[src/include/pgp_pkg.sv]
package pgp_pkg;
  localparam int NPIN = 2;
  localparam int ADDR_W = 16;
  localparam int DATA_W = 16;

  // Register offsets
  localparam logic [15:0] PIN2_CTRL_OFS = 16'h4039;
  localparam logic [15:0] PIN3_CTRL_OFS = 16'h403a;
  localparam logic [15:0] IRQ_STATUS_OFS = 16'h4040;
  localparam logic [15:0] IRQ_MASK_OFS = 16'h4041;
  localparam logic [15:0] PIN_LEVEL_OFS = 16'h4042;

  // Control register fields
  localparam int DIR_POS = 15;
  localparam int PULL_MSB = 14;
  localparam int PULL_LSB = 13;
  localparam int IRQ_MODE_POS = 12;
  localparam int DOMAIN_POS = 11;
  localparam int POL_POS = 10;
  localparam int OD_POS = 9;
  localparam int ENA_POS = 7;
  localparam int FN_MSB = 3;
  localparam int FN_LSB = 0;
  localparam logic [15:0] CTRL_RST = 16'ha400;
  localparam logic [15:0] CTRL_WMASK = 16'hfe8f;

  // Level register fields
  localparam int SW_OUT_LSB = 0;
  localparam int IN_LVL_LSB = 4;

  localparam logic [1:0] PULL_NONE = 2'h0;
  localparam logic [1:0] PULL_DOWN = 2'h1;
  localparam logic [1:0] PULL_UP = 2'h2;

  // Input function codes
  localparam logic [3:0] FN_IN_LEVEL_LONG = 4'h0;
  localparam logic [3:0] FN_IN_LEVEL = 4'h1;
  localparam logic [3:0] FN_IN_PWR_ONOFF = 4'h2;
  localparam logic [3:0] FN_IN_SLEEP_WAKE = 4'h3;
  localparam logic [3:0] FN_IN_SLEEP_WAKE_LONG = 4'h4;
  localparam logic [3:0] FN_IN_SLEEP = 4'h5;
  localparam logic [3:0] FN_IN_PWR_ON = 4'h6;
  localparam logic [3:0] FN_IN_WDOG = 4'h7;
  localparam logic [3:0] FN_IN_VSEL_ONE = 4'h8;
  localparam logic [3:0] FN_IN_VSEL_TWO = 4'h9;
  localparam logic [3:0] FN_IN_HWEN_ONE = 4'ha;
  localparam logic [3:0] FN_IN_HWEN_TWO = 4'hb;
  localparam logic [3:0] FN_IN_HWCTL_ONE = 4'hc;
  localparam logic [3:0] FN_IN_HWCTL_TWO = 4'hd;
  localparam logic [3:0] FN_IN_HWCTL_ONE_LONG = 4'he;
  localparam logic [3:0] FN_IN_HWCTL_TWO_LONG = 4'hf;

  // Output function codes
  localparam logic [3:0] FN_OUT_LEVEL = 4'h0;
  localparam logic [3:0] FN_OUT_OSC32K = 4'h1;
  localparam logic [3:0] FN_OUT_ON_STATE = 4'h2;
  localparam logic [3:0] FN_OUT_SLEEP_STATE = 4'h3;
  localparam logic [3:0] FN_OUT_PWR_CHANGE = 4'h4;
  localparam logic [3:0] FN_OUT_DVS_ONE = 4'h8;
  localparam logic [3:0] FN_OUT_DVS_TWO = 4'h9;
  localparam logic [3:0] FN_OUT_EXT_EN_ONE = 4'ha;
  localparam logic [3:0] FN_OUT_EXT_EN_TWO = 4'hb;
  localparam logic [3:0] FN_OUT_SYS_GOOD = 4'hc;
  localparam logic [3:0] FN_OUT_CONV_GOOD = 4'hd;
  localparam logic [3:0] FN_OUT_PWR_CLK = 4'he;
  localparam logic [3:0] FN_OUT_AUX_RESET = 4'hf;
endpackage

[src/rtl/pgp_sync.sv]
`timescale 1ns/100ps
module pgp_sync #(
  parameter int W = 4
) (
  input wire logic ref_clk,
  input wire logic reset_n,
  input wire logic [W-1:0] async_in,
  output logic [W-1:0] sync_out
);
  typedef struct packed {
    logic [W-1:0] s1;
    logic [W-1:0] s2;
  } pgp_sync_state_t;

  pgp_sync_state_t st_r;
  pgp_sync_state_t st_nxt;

  // The first stage feeds only the second stage
  always_comb begin
    st_nxt = st_r;
    st_nxt.s1 = async_in;
    st_nxt.s2 = st_r.s1;
  end

  always_ff @(posedge ref_clk or negedge reset_n) begin
    if (!reset_n) begin
      st_r <= '0;
    end else begin
      st_r <= st_nxt;
    end
  end

  assign sync_out = st_r.s2;
endmodule

[src/rtl/pgp_pin.sv]
`timescale 1ns/100ps
module pgp_pin (
  input wire logic [15:0] cfg,
  input wire logic lvl,
  input wire logic lvl_prev,
  input wire logic sw_level,
  input wire logic [15:0] src,
  output logic irq_event,
  output logic in_level,
  output logic drive_level,
  output logic drive_en,
  output logic pull_up,
  output logic pull_down,
  output logic long_db,
  output logic [15:0] fn_level
);
  import pgp_pkg::*;

  logic dir;
  logic ena;
  logic pol;
  logic od;
  logic mode;
  logic is_in;
  logic prev_level;
  logic out_val;
  logic drv;
  logic [3:0] fn;

  assign dir = cfg[DIR_POS];
  assign ena = cfg[ENA_POS];
  assign pol = cfg[POL_POS];
  assign od = cfg[OD_POS];
  assign mode = cfg[IRQ_MODE_POS];
  assign fn = cfg[FN_MSB:FN_LSB];

  // Polarity maps pin to logic level
  assign in_level = pol ? lvl : ~lvl;
  assign prev_level = pol ? lvl_prev : ~lvl_prev;
  assign is_in = ena & dir;

  assign irq_event = is_in & (mode ? (lvl ^ lvl_prev) : (in_level & ~prev_level));

  assign out_val = (fn == FN_OUT_LEVEL) ? sw_level : src[fn];
  assign drv = pol ? out_val : ~out_val;
  assign drive_en = ena & ~dir & (od ? ~drv : 1'b1);
  assign drive_level = od ? 1'b0 : drv;

  // Reserved pull code gives no pull
  assign pull_up = (cfg[PULL_MSB:PULL_LSB] == PULL_UP);
  assign pull_down = (cfg[PULL_MSB:PULL_LSB] == PULL_DOWN);

  assign long_db = is_in & ((fn == FN_IN_LEVEL_LONG) | (fn == FN_IN_SLEEP_WAKE_LONG) |
                            (fn == FN_IN_HWCTL_ONE_LONG) | (fn == FN_IN_HWCTL_TWO_LONG));

  for (genvar i = 0; i < 16; i++) begin : g_fn
    assign fn_level[i] = is_in & (fn == 4'(i)) & in_level;
  end
endmodule

[src/rtl/pgp_gpio_pin_control.sv]
// Chosen here: the strobed register port.
`timescale 1ns/100ps
// Contract
// - Pull field: none, down, up, reserved
// - Mode zero: single edge set by polarity
// - Mode one: both edges, polarity ignored
// - Bit 11 picks supply domain
// - Bit 10 polarity, non-inverted at reset
// - Bit 9 push-pull or open-drain
// - Bit 7 zero keeps pin tri-stated
// - Function field resets zero; level inputs
// - Input codes 2-6 power and sleep requests
// - Codes 7-9 watchdog and voltage selects
// - Codes 10-15 hardware enables and controls
// - Output 0 software level, 1 slow clock
// - Outputs 2-4 state; 5-7 reserved
// - Outputs 8-11 scaling done, power enables
// - Outputs 12-13 supply and converter good
// - Output 14 fast clock, 15 aux reset
module pgp_gpio_pin_control (
  input wire logic ref_clk,
  input wire logic reset_n,
  input wire logic [pgp_pkg::ADDR_W-1:0] reg_addr,
  input wire logic [pgp_pkg::DATA_W-1:0] reg_wdata,
  input wire logic reg_wr,
  input wire logic reg_rd,
  output logic [pgp_pkg::DATA_W-1:0] reg_rdata,
  output logic irq,
  input wire logic [pgp_pkg::NPIN-1:0] pin_in,
  output logic [pgp_pkg::NPIN-1:0] pin_out,
  output logic [pgp_pkg::NPIN-1:0] pin_oe,
  output logic [pgp_pkg::NPIN-1:0] pin_pull_up,
  output logic [pgp_pkg::NPIN-1:0] pin_pull_down,
  output logic [pgp_pkg::NPIN-1:0] pin_supply_domain,
  output logic [pgp_pkg::NPIN-1:0] pin_long_debounce,
  input wire logic osc_32k_in,
  input wire logic ext_pwr_clk_in,
  input wire logic on_state,
  input wire logic sleep_state,
  input wire logic power_state_change,
  input wire logic dvs_done_one,
  input wire logic dvs_done_two,
  input wire logic ext_power_enable_one,
  input wire logic ext_power_enable_two,
  input wire logic system_supply_good,
  input wire logic converter_power_good,
  input wire logic aux_reset,
  output logic power_onoff_req,
  output logic sleep_wake_req,
  output logic sleep_req,
  output logic power_on_req,
  output logic watchdog_reset,
  output logic voltage_scaling_sel_one,
  output logic voltage_scaling_sel_two,
  output logic hw_enable_one,
  output logic hw_enable_two,
  output logic hw_control_one,
  output logic hw_control_two
);
  import pgp_pkg::*;

  typedef struct packed {
    logic [NPIN-1:0][15:0] ctrl;
    logic [NPIN-1:0] sw_out;
    logic [NPIN-1:0] irq_status;
    logic [NPIN-1:0] irq_mask;
    logic [NPIN-1:0] prev_lvl;
    logic [NPIN-1:0] in_lvl;
    logic [NPIN-1:0] pin_out;
    logic [NPIN-1:0] pin_oe;
    logic [NPIN-1:0] pull_up;
    logic [NPIN-1:0] pull_dn;
    logic [NPIN-1:0] domain;
    logic [NPIN-1:0] long_db;
    logic [15:0] rdata;
    logic irq;
    logic pwr_onoff;
    logic sleep_wake;
    logic sleep;
    logic pwr_on;
    logic wdog;
    logic vsel_one;
    logic vsel_two;
    logic hwen_one;
    logic hwen_two;
    logic hwctl_one;
    logic hwctl_two;
  } pgp_state_t;

  pgp_state_t st_r;
  pgp_state_t st_nxt;

  logic [NPIN-1:0] pin_sync;
  logic osc_32k_sync;
  logic ext_pwr_clk_sync;
  logic [15:0] out_src;
  logic pin_event [NPIN];
  logic pin_logic [NPIN];
  logic pin_drv [NPIN];
  logic pin_den [NPIN];
  logic pin_pu [NPIN];
  logic pin_pd [NPIN];
  logic pin_ldb [NPIN];
  logic [15:0] pin_fnl [NPIN];
  logic [15:0] fn_any;

  // Pins and the two foreign clocks come from outside this clock domain
  pgp_sync #(
    .W(NPIN + 2)
  ) u_sync (
    .ref_clk(ref_clk),
    .reset_n(reset_n),
    .async_in({ext_pwr_clk_in, osc_32k_in, pin_in}),
    .sync_out({ext_pwr_clk_sync, osc_32k_sync, pin_sync})
  );

  // Output function sources, slow clock through auxiliary reset
  // Clocks are resampled at 25 MHz, so edges carry up to one period of jitter
  always_comb begin
    out_src = '0;
    out_src[FN_OUT_OSC32K] = osc_32k_sync;
    out_src[FN_OUT_ON_STATE] = on_state;
    out_src[FN_OUT_SLEEP_STATE] = sleep_state;
    out_src[FN_OUT_PWR_CHANGE] = power_state_change;
    out_src[FN_OUT_DVS_ONE] = dvs_done_one;
    out_src[FN_OUT_DVS_TWO] = dvs_done_two;
    out_src[FN_OUT_EXT_EN_ONE] = ext_power_enable_one;
    out_src[FN_OUT_EXT_EN_TWO] = ext_power_enable_two;
    out_src[FN_OUT_SYS_GOOD] = system_supply_good;
    out_src[FN_OUT_CONV_GOOD] = converter_power_good;
    out_src[FN_OUT_PWR_CLK] = ext_pwr_clk_sync;
    out_src[FN_OUT_AUX_RESET] = aux_reset;
  end

  for (genvar p = 0; p < NPIN; p++) begin : g_pin
    pgp_pin u_pin (
      .cfg(st_r.ctrl[p]),
      .lvl(pin_sync[p]),
      .lvl_prev(st_r.prev_lvl[p]),
      .sw_level(st_r.sw_out[p]),
      .src(out_src),
      .irq_event(pin_event[p]),
      .in_level(pin_logic[p]),
      .drive_level(pin_drv[p]),
      .drive_en(pin_den[p]),
      .pull_up(pin_pu[p]),
      .pull_down(pin_pd[p]),
      .long_db(pin_ldb[p]),
      .fn_level(pin_fnl[p])
    );
  end

  assign fn_any = pin_fnl[0] | pin_fnl[1];

  always_comb begin
    st_nxt = st_r;
    st_nxt.rdata = '0;
    if (reg_wr) begin
      unique case (reg_addr)
        PIN2_CTRL_OFS: st_nxt.ctrl[0] = reg_wdata & CTRL_WMASK;
        PIN3_CTRL_OFS: st_nxt.ctrl[1] = reg_wdata & CTRL_WMASK;
        IRQ_MASK_OFS: st_nxt.irq_mask = reg_wdata[NPIN-1:0];
        PIN_LEVEL_OFS: st_nxt.sw_out = reg_wdata[SW_OUT_LSB +: NPIN];
        default: st_nxt.ctrl = st_r.ctrl;
      endcase
    end
    // Write-one-to-clear; a new edge in the same cycle keeps its bit set
    if (reg_wr && reg_addr == IRQ_STATUS_OFS) begin
      st_nxt.irq_status = st_r.irq_status & ~reg_wdata[NPIN-1:0];
    end
    if (reg_rd) begin
      unique case (reg_addr)
        PIN2_CTRL_OFS: st_nxt.rdata = st_r.ctrl[0];
        PIN3_CTRL_OFS: st_nxt.rdata = st_r.ctrl[1];
        IRQ_STATUS_OFS: st_nxt.rdata[NPIN-1:0] = st_r.irq_status;
        IRQ_MASK_OFS: st_nxt.rdata[NPIN-1:0] = st_r.irq_mask;
        PIN_LEVEL_OFS: begin
          st_nxt.rdata[SW_OUT_LSB +: NPIN] = st_r.sw_out;
          st_nxt.rdata[IN_LVL_LSB +: NPIN] = st_r.in_lvl;
        end
        default: st_nxt.rdata = '0;
      endcase
    end
    for (int p = 0; p < NPIN; p++) begin
      st_nxt.irq_status[p] = st_nxt.irq_status[p] | pin_event[p];
      st_nxt.prev_lvl[p] = pin_sync[p];
      st_nxt.in_lvl[p] = pin_logic[p];
      st_nxt.pin_out[p] = pin_drv[p];
      st_nxt.pin_oe[p] = pin_den[p];
      st_nxt.pull_up[p] = pin_pu[p];
      st_nxt.pull_dn[p] = pin_pd[p];
      st_nxt.domain[p] = st_r.ctrl[p][DOMAIN_POS];
      st_nxt.long_db[p] = pin_ldb[p];
    end
    st_nxt.irq = |(st_nxt.irq_status & st_nxt.irq_mask);
    st_nxt.pwr_onoff = fn_any[FN_IN_PWR_ONOFF];
    st_nxt.sleep_wake = fn_any[FN_IN_SLEEP_WAKE] | fn_any[FN_IN_SLEEP_WAKE_LONG];
    st_nxt.sleep = fn_any[FN_IN_SLEEP];
    st_nxt.pwr_on = fn_any[FN_IN_PWR_ON];
    st_nxt.wdog = fn_any[FN_IN_WDOG];
    st_nxt.vsel_one = fn_any[FN_IN_VSEL_ONE];
    st_nxt.vsel_two = fn_any[FN_IN_VSEL_TWO];
    st_nxt.hwen_one = fn_any[FN_IN_HWEN_ONE];
    st_nxt.hwen_two = fn_any[FN_IN_HWEN_TWO];
    st_nxt.hwctl_one = fn_any[FN_IN_HWCTL_ONE] | fn_any[FN_IN_HWCTL_ONE_LONG];
    st_nxt.hwctl_two = fn_any[FN_IN_HWCTL_TWO] | fn_any[FN_IN_HWCTL_TWO_LONG];
  end

  always_ff @(posedge ref_clk or negedge reset_n) begin
    if (!reset_n) begin
      st_r <= '0;
      st_r.ctrl[0] <= CTRL_RST;
      st_r.ctrl[1] <= CTRL_RST;
    end else begin
      st_r <= st_nxt;
    end
  end

  assign reg_rdata = st_r.rdata;
  assign irq = st_r.irq;
  assign pin_out = st_r.pin_out;
  assign pin_oe = st_r.pin_oe;
  assign pin_pull_up = st_r.pull_up;
  assign pin_pull_down = st_r.pull_dn;
  assign pin_supply_domain = st_r.domain;
  assign pin_long_debounce = st_r.long_db;
  assign power_onoff_req = st_r.pwr_onoff;
  assign sleep_wake_req = st_r.sleep_wake;
  assign sleep_req = st_r.sleep;
  assign power_on_req = st_r.pwr_on;
  assign watchdog_reset = st_r.wdog;
  assign voltage_scaling_sel_one = st_r.vsel_one;
  assign voltage_scaling_sel_two = st_r.vsel_two;
  assign hw_enable_one = st_r.hwen_one;
  assign hw_enable_two = st_r.hwen_two;
  assign hw_control_one = st_r.hwctl_one;
  assign hw_control_two = st_r.hwctl_two;

  logic [15:0] c0;
  logic [15:0] c1;
  assign c0 = st_r.ctrl[0];
  assign c1 = st_r.ctrl[1];
endmodule

[config.mk]
export PLATFORM = sky130hd
export DESIGN_NAME = pgp_gpio_pin_control
export DESIGN_NICKNAME = d
export VERILOG_FILES = /design/src/include/pgp_pkg.sv /design/src/rtl/pgp_sync.sv /design/src/rtl/pgp_pin.sv /design/src/rtl/pgp_gpio_pin_control.sv
export SDC_FILE = /design/constraint.sdc
export NUM_CORES = 1
export LEC_CHECK = 0
export ABC_AREA = 1
export BUFFER_PORTS_ARGS = -buffer_cell sky130_fd_sc_hd__buf_2
export CORE_AREA = 3 3 87 89
export DETAILED_ROUTE_END_ITERATION = 8
export DIE_AREA = 0 0 90 92
export PLACE_DENSITY = 0.86
export SYNTH_ARGS = -nofsm -noshare
export SYNTH_HDL_FRONTEND = slang
export SYNTH_SLANG_ARGS = --single-unit
[constraint.sdc]
create_clock -name ref_clk -period 5.05 [get_ports ref_clk]
set_clock_uncertainty 0.15 [all_clocks]
set_input_delay 1.01 -clock ref_clk [delete_from_list [all_inputs] [get_ports ref_clk]]
set_output_delay 1.01 -clock ref_clk [all_outputs]
set_load 0.1 [all_outputs]
==> metrics.md, run 1 <==
| Metric | Value |
|---|---|
| Clock Path Buffers | `2` |
| Register bit total from synthesis | `80` |
| Ranking of synthesized cells by area | `dfrtp_1 (47%), nand2_1 (13%), nand3_1 (7.2%)` |
| Final Power | `roughly 1.1 mW` |
| Reg2reg start | `c1[0]` |
| Syn avg cell area | `8.18 sq um` |
| Port Buffers | `83` |
| Hold Path Class | `flip-flop to flip-flop` |
| Crit path kind | `input pin to flip-flop` |
| Mapped Cells | `479` |
| Most common flop cell mapped by yosys | `dfrtp_1` |
| DIE WIDTH | `~90 um` |
| Die height | `just over 90 um` |
| Synth top cells by count | `nand2_1 (139), dfrtp_1 (74), nand3_1 (56)` |
| Number of synthesized flops with an enable pin | `0` |
| CTS tree | `yes` |
| Overflow left after global routing | `0` |
| WL per Instance | `14.0 um` |
| Worst Hold Launch | `u_sync.st_nxt[3]` |
| Critical Path End Type | `flip-flop` |
| Worst Tran Pin Value | `1010 ps` |
| CTS root buffer | `clkbuf_8` |
| Initial core utilization | `57.3%` |
| Post-CTS Setup Repair Bufs | `0` |
| Yosys cell types | `37` |
| Max-slew violations | `0` |
| Post-DP HPWL | `about 6500 um` |
| Run status | `completed` |
| Nets | `584` |
| Leakage dissipation | `2.31 nW` |
| DRC Markers | `0` |
| Skew-Pair Late Insertion Delay | `around 340 ps` |
| Largest net degree at the start of global routing | `81` |
| Max Fclk | `0.343 GHz` |
| First-pass DRT Iterations | `5` |
| Synth top area share | `47.3%` |
| Vias in the first global route | `about 3200` |
| Critical path launch point type | `input pin` |
| Fin crit share | `57.8%` |
| Largest family of logic cells by synthesized area | `simple AND/OR/NAND/NOR gates` |
| Unrepaired setup endpoints after global routing | `false` |
| XOR/XNOR Fraction of Synth Area | `less than 1%` |
| Max-cap violations | `0` |
| Initial antenna violation count | `0` |
| Post-route antenna net violation count | `0` |
| First-pass GRT wire length | `14800 um` |
| Num rows | `30` |
| Layout cells sized above 1 | `22.8%` |
| Synth Area in Adders | `0%` |
| Fin util | `63.7%` |
| H-tree lvl count | `3` |
| Fin crit period | `~2900 ps` |
| CP max FO | `21` |
| Yosys warning count | `0` |
| Antenna Diode Count | `0` |
| Hold_buf cts | `0` |
| RD Place Congestion | `0.873` |
| Total CTS buffers | `9` |
| DRT iter0 DRCs | `221` |
| Fill cell count | `599` |
| Vias | `3328` |
| Synth Area in Compound Gates | `under 10%` |
| Via/cell ratio | `5.24` |
| Final setup TNS | `0 ps` |
| Cts repair resizes | `0` |
| CTS clk-pin slew, worst paths | `70 ps` |
| I/O pin count | `90` |
| Post-route cell area | `4350 sq um` |
| Total core area | `~6800 sq um` |
| Post-synth top area cell | `dfrtp_1` |
| Area delta synth->final | `11.1%` |
| Asr flop ratio synth | `between 90% and 100%` |
| Final setup violation count | `0` |
| Placed cell areas | `4180 sq um` |
| TritonCTS sink count | `80` |
| Relative slew slack | `32.9%` |
| Pwr Density | `between 200 and 300 nW/um^2` |
| Final wirelength | `8870 um` |
| Maximum vdd drop | `~0.19 mV` |
| Reg2Reg Setup Slack | `roughly 3100 ps` |
| Final Hold Fails | `0` |
| CP Launch Point | `reg_addr[10]` |
| Mux cell area share after synthesis | `0%` |
| DIE AREA | `slightly above 8000 sq um` |
| Most frequent cell after synthesis | `nand2_1` |
| Synthesized area | `3920 sq um` |
| Seq/Total Area, Yosys | `51.3%` |
| CP required | `5150 ps` |
| Total GRT Usage | `22.2%` |
| Simple-Gate Fraction of Synth Area | `27.3%` |
| Critical Path AT | `between 3000 and 4000 ps` |
-- stage by stage --
step	worst slack [ps]	hold slack [ps]	cells
2_1_floorplan	2780	181	480
3_3_place_gp	1850	183	619
3_5_place_dp	1810	185	619
4_1_cts	2140	203	635
5_1_grt	1850	216	635
6_report	2130	201	635
-- state kept, by name, indices dropped and copies added, names as in the netlist, 2 cells and up --
| register | count |
|---|---|
| c0 | 12 |
| c1 | 12 |
| pin_long_debounce | 2 |
| pin_oe | 2 |
| pin_out | 2 |
| pin_pull_down | 2 |
| pin_pull_up | 2 |
| pin_supply_domain | 2 |
| reg_rdata | 14 |
| st_r | 10 |
| u_sync.st_nxt | 4 |
| u_sync.sync_out | 4 |
-- routing by layer --
| metal | global-route usage, % | wire (um) | vias up |
|---|---|---|---|
| met5 | 0 | 0 | - |
| met4 | 9.18 | 213 | 0 |
| met3 | 3.45 | 537 | 23 |
| met2 | 38.2 | 4360 | 139 |
| met1 | 28.0 | 3760 | 1557 |
| li1 | - | - | 1609 |
-- final cells by class --
cell class              count  area, sq um  share of cell area, %
flip-flops and latches     80         2010                   46.2
clock inverters             4         30.0                  0.690
well taps                  96          120                   2.76
multi-input cells         306         1420                   32.7
repair buffers             84          425                   9.78
inverters                  53          199                   4.57
clock buffers              12          145                   3.34
-- critical path: stages --
cell and delay [ps]:
buf_2 100, inv_1 60, nand4_1 180, nor2_4 190, nand3_1 170, inv_1 520
nand2_1 480, o21ai_0 300
-- worst paths after layout --
kind | end | cells past startpoint
hold / removal | u_sync.sync_out[3] | 0
setup / recovery | c1[1] | 8
setup reg to reg | pin_oe[1] | 12
max in group asynchronous | st_r[44] | 1
hold reg to reg | u_sync.sync_out[3] | 0
min in group asynchronous | u_sync.st_nxt[3] | 1
-- placed cells by master (no fill, tap or decap), types with 2 or more instances in the layout --
| cell | instances |
|---|---|
| dfstp_2 | 6 |
| nand4_1 | 5 |
| nor2_1 | 38 |
| nand2_1 | 139 |
| buf_4 | 2 |
| o21ai_0 | 10 |
| o211ai_1 | 2 |
| o21ai_1 | 5 |
| dfrtp_1 | 74 |
| o21ai_2 | 8 |
| nand3_1 | 56 |
| clkbuf_8 | 10 |
| inv_1 | 49 |
| a21oi_1 | 12 |
| buf_2 | 82 |
| o22ai_1 | 8 |
| nor2_2 | 3 |
| o31ai_1 | 2 |
| conb_1 | 2 |
| inv_2 | 3 |
| clkbuf_1 | 2 |
| xor2_1 | 2 |
-- power breakdown --
| group | total (mW) | internal [mW] | leakage (nW) | switching (mW) |
|---|---|---|---|---|
| registers | 0.648 | 0.646 | 0.978 | 0.00265 |
| clock network | 0.419 | 0.194 | 0.0870 | 0.224 |
| logic | 0.0706 | 0.0204 | 1.25 | 0.0502 |
-- logic make-up after synthesis --
family | count (synthesis)
buffers and inverters | 94
flip-flops | 80
XOR/XNOR | 3
AO/OA/AOI/OAI | 51
other | 1
AND/OR/NAND/NOR | 250
Power figures use the tool's default switching activity.
==> run 2: changes to the inputs <==
--- a/config.mk
+++ b/config.mk
@@ -5,12 +5,12 @@
 export SDC_FILE = /design/constraint.sdc
 export NUM_CORES = 1
 export LEC_CHECK = 0
-export ABC_AREA = 1
+export ABC_AREA = 0
 export BUFFER_PORTS_ARGS = -buffer_cell sky130_fd_sc_hd__buf_2
-export CORE_AREA = 3 3 87 89
+export CORE_AREA = 3 3 89 91
 export DETAILED_ROUTE_END_ITERATION = 8
-export DIE_AREA = 0 0 90 92
-export PLACE_DENSITY = 0.86
+export DIE_AREA = 0 0 92 94
+export PLACE_DENSITY = 0.8
 export SYNTH_ARGS = -nofsm -noshare
 export SYNTH_HDL_FRONTEND = slang
 export SYNTH_SLANG_ARGS = --single-unit
==> constraint.sdc (replaced) <==
create_clock -name ref_clk -period 3 [get_ports ref_clk]
set_clock_uncertainty 0.15 [all_clocks]
set_input_delay 0.6 -clock ref_clk [delete_from_list [all_inputs] [get_ports ref_clk]]
set_output_delay 0.6 -clock ref_clk [all_outputs]
set_load 0.1 [all_outputs]
==> metrics.md, run 2 <==
| Metric | Value |
|---|---|
| Unrepaired setup endpoints after global routing | `false` |
| R2r endpoint | `pin_oe[0]` |
| Port Buffers | `83 (unchanged)` |
| Relative slew slack | `38.4% (+5.5 points)` |
| Antenna Diode Count | `0 (unchanged)` |
| WHS Endpoint | `u_sync.sync_out[3]` |
| Hold_buf cts | `0 (unchanged)` |
| Run status | `completed` |
| Pwr Density | `473 nW/um^2 (+81%)` |
| Via/cell ratio | `5.40 (+3.1%)` |
| Largest net degree at the start of global routing | `81 (unchanged)` |
| Worst-path cell chain | `mux2i_1 > and3_1 > o31a_1 > or3_1 > a311oi_1` |
| Initial core utilization | `52.0% (-5.3 points)` |
| Final setup violation count | `0 (unchanged)` |
| Clock Path Buffers | `2 (unchanged)` |
| Post-CTS Setup Repair Bufs | `0 (unchanged)` |
| Max Fclk | `0.422 GHz` |
| Total core area | `7210 sq um (+5.6%)` |
| DIE AREA | `8650 sq um (+4.4%)` |
| Die height | `94 um (+2.2%)` |
| Clock power frac | `40.7% (+3.9 points)` |
| Switching part of the total | `21.6% (-2.8 points)` |
| Hold Crit Depth | `0 (unchanged)` |
| Slowest stage delay, CP | `760 ps (+240 ps)` |
| Fin Hold WS | `203 ps (+1.62 ps)` |
| Pint | `1.58 mW (+83%)` |
| Pre-CTS setup slack | `293 ps (-1520 ps)` |
| Maximum vdd drop | `0.227 mV (+18%)` |
| Number of synthesized flops with an enable pin | `0 (unchanged)` |
| Critical Path AT | `2460 ps (-550 ps)` |
| Worst Hold Launch | `u_sync.st_nxt[3]` |
| Most common flop cell mapped by yosys | `dfrtp_1` |
| Nets | `425 (-27%)` |
| M3 GR Usage | `4.25% (+0.80 points)` |
| Initial antenna violation count | `0 (unchanged)` |
| Fin crit share | `79.1%` |
| Syn avg cell area | `11.8 sq um (+44%)` |
| Seq/Total Area, Yosys | `53.6% (+2.3 points)` |
| WL per Instance | `15.6 um (+12%)` |
| Synth top cells by count | `dfrtp_1 (74), mux2_2 (31), buf_4 (28)` |
| First-pass GRT wire length | `12100 um (-18%)` |
| Synth top area share | `49.4% (+2.1 points)` |
| Leakage dissipation | `2.03 nW (-12%)` |
| Max reg flops | `14 (unchanged)` |
| Max-slew violations | `0 (unchanged)` |
| Overflow left after global routing | `0 (unchanged)` |
| Post-synth top area cell | `dfrtp_1` |
| Asr flop ratio synth | `100% (unchanged)` |
| Critical Path End Type | `flip-flop` |
| I/O pin count | `90 (unchanged)` |
| Total CTS buffers | `9 (unchanged)` |
| Cts repair resizes | `0 (unchanged)` |
| Most frequent cell after synthesis | `dfrtp_1` |
| Commonest non-fill, non-tap cell in the layout | `buf_2` |
| Worst path slowest cell | `dfrtp_1` |
| Synthesized area | `3750 sq um (-4.2%)` |
| Reg2reg start | `c0[0]` |
| DIE WIDTH | `92 um (+2.2%)` |
| Mapped Cells | `319 (-33%)` |
| Total GRT Usage | `18.1% (-4.1 points)` |
| Met2 usage | `28.6% (-9.6 points)` |
| CTS tree | `yes` |
| Register bit total from synthesis | `80 (unchanged)` |
| Yosys cell types | `53 (+43%)` |
| First-pass DRT Iterations | `5 (unchanged)` |
| Reg2Reg Setup Slack | `630 ps (-2450 ps)` |
| TritonCTS sink count | `80 (unchanged)` |
| Final wirelength | `7490 um (-16%)` |
| Crit path kind | `flip-flop to flip-flop` |
| Worst Reg-to-Reg Cells | `5 (-7)` |
| Most crowded layer after global routing | `met2` |
| Vias in the first global route | `2545 (-21%)` |
| Max-cap violations | `0 (unchanged)` |
| RD Place Congestion | `0.850 (-2.7%)` |
| DRT iter0 DRCs | `139 (-37%)` |
| Final setup TNS | `0 ps (unchanged)` |
| DRC Markers | `0 (unchanged)` |
| CP max FO | `18 (-14%)` |
| Grt met1 use | `23.1% (-4.9 points)` |
| Skew-Pair Late Insertion Delay | `340 ps (about the same)` |
| Num rows | `31 (+3.3%)` |
| CTS clk-pin slew, worst paths | `80 ps (about the same)` |
| Vias | `2588 (-22%)` |
| Switching power | `0.434 mW (+57%)` |
| Post-route antenna net violation count | `0 (unchanged)` |
| Worst Tran Pin Value | `924 ps (-83.1 ps)` |
| Final Hold Fails | `0 (unchanged)` |
| Post-DP HPWL | `5420 um (-17%)` |
| Seq pwr share | `54.3% (-2.7 points)` |
| Critical path launch point type | `flip-flop` |
| Hold Path Class | `flip-flop to flip-flop` |
| Area delta synth->final | `13.3%` |
| CP required | `3090 ps (-2060 ps)` |
| Ranking of synthesized cells by area | `dfrtp_1 (49%), mux2_2 (9.3%), buf_4 (5.6%)` |
| Most frequent cells in the layout | `buf_2 (82), dfrtp_1 (74), mux2_2 (31)` |
| Layout cells sized above 1 | `39.5% (+17 points)` |
| CTS root buffer | `clkbuf_8` |
| Setup ws final | `628 ps (-1500 ps)` |
| H-tree lvl count | `3 (unchanged)` |
| Yosys warning count | `0 (unchanged)` |
| Fill cell count | `629 (+5.0%)` |
| Fin crit period | `2370 ps` |
| Combinational share of power | `5.0% (-1.2 points)` |
==> run 2: cell count changes after synthesis, sizes merged, moves of 10 or more <==
cell	before	now
nor2	42	13
o21ai	23	5
mux2i	0	10
nand3	56	4
mux2	0	31
nor2b	0	16
a22oi	0	12
nand2	140	19
inv	52	9
==> run 2: worst max-delay path by stage <==
stage                             from         to  slack, ps  cells after the start
final                            c0[0]  pin_oe[0]        630                      5
after global routing             c0[0]  pin_oe[0]        550                      5
after CTS                        c0[0]  pin_oe[0]        640                      5
after detailed placement  reg_addr[13]        irq        290                      6
after global placement    reg_addr[13]        irq        320                      6
after floorplan           reg_addr[13]        irq        490                      5
==> run 2: stage by stage <==
stage	power (mW)	utilization [%]	instances	cell area (sq um)
floorplan	1.15	-	320	3750
global placement	1.21	55.9	463	4040
detailed placement	1.21	55.9	463	4040
CTS	2.03	58.9	479	4250
global route	2.09	58.9	479	4250
finish	2.01	58.9	479	4250
==> run 2: cell type report <==
| class | count | area, sq um | share of cell area (%) |
|---|---|---|---|
| Sequential cell | 80 | 2010 | 47.3 |
| Tap cell | 99 | 124 | 2.91 |
| Timing Repair Buffer | 86 | 440 | 10.4 |
| Multi-Input combinational cell | 189 | 1430 | 33.6 |
| Clock buffer | 12 | 165 | 3.88 |
| Inverter | 9 | 33.8 | 0.795 |
| Clock inverter | 4 | 51.3 | 1.21 |
==> run 2: layer usage <==
layer,share of wire (%),routed length [um]
met4,2.0,147
met5,0,0
met1,42,3140
met3,7.3,546
met2,49,3650
==> run 2: worst max-delay path: cells and delay by family, from the launching register on <==
family / cells / cell delay (ps)
and+or+nand+nor: 2 / 580
AOI/OAI and AO/OA: 2 / 620
muxes: 1 / 160
DFF: 1 / 760
==> run 2: kinds of logic (layout without fill, tap and decap cells) <==
group	after synthesis	in the layout	share of synthesized area [%]
buffers and inverters	51	111	8.47
DFF	80	80	53.6
and+or+nand+nor	91	91	14.8
xor gates and xnor gates	4	4	0.934
muxes	42	42	12.6
other	1	2	0.100
AOI/OAI and AO/OA	50	50	9.57
==> run 2: power by group through the flow <==
stage / registers, mW / logic (mW) / clock network (mW)
2_1_floorplan: 1.11 / 0.0418 / 0
3_3_place_gp: 1.11 / 0.0995 / 0
3_5_place_dp: 1.11 / 0.102 / 0
4_1_cts: 1.09 / 0.103 / 0.838
5_1_grt: 1.09 / 0.114 / 0.885
6_report: 1.09 / 0.101 / 0.818
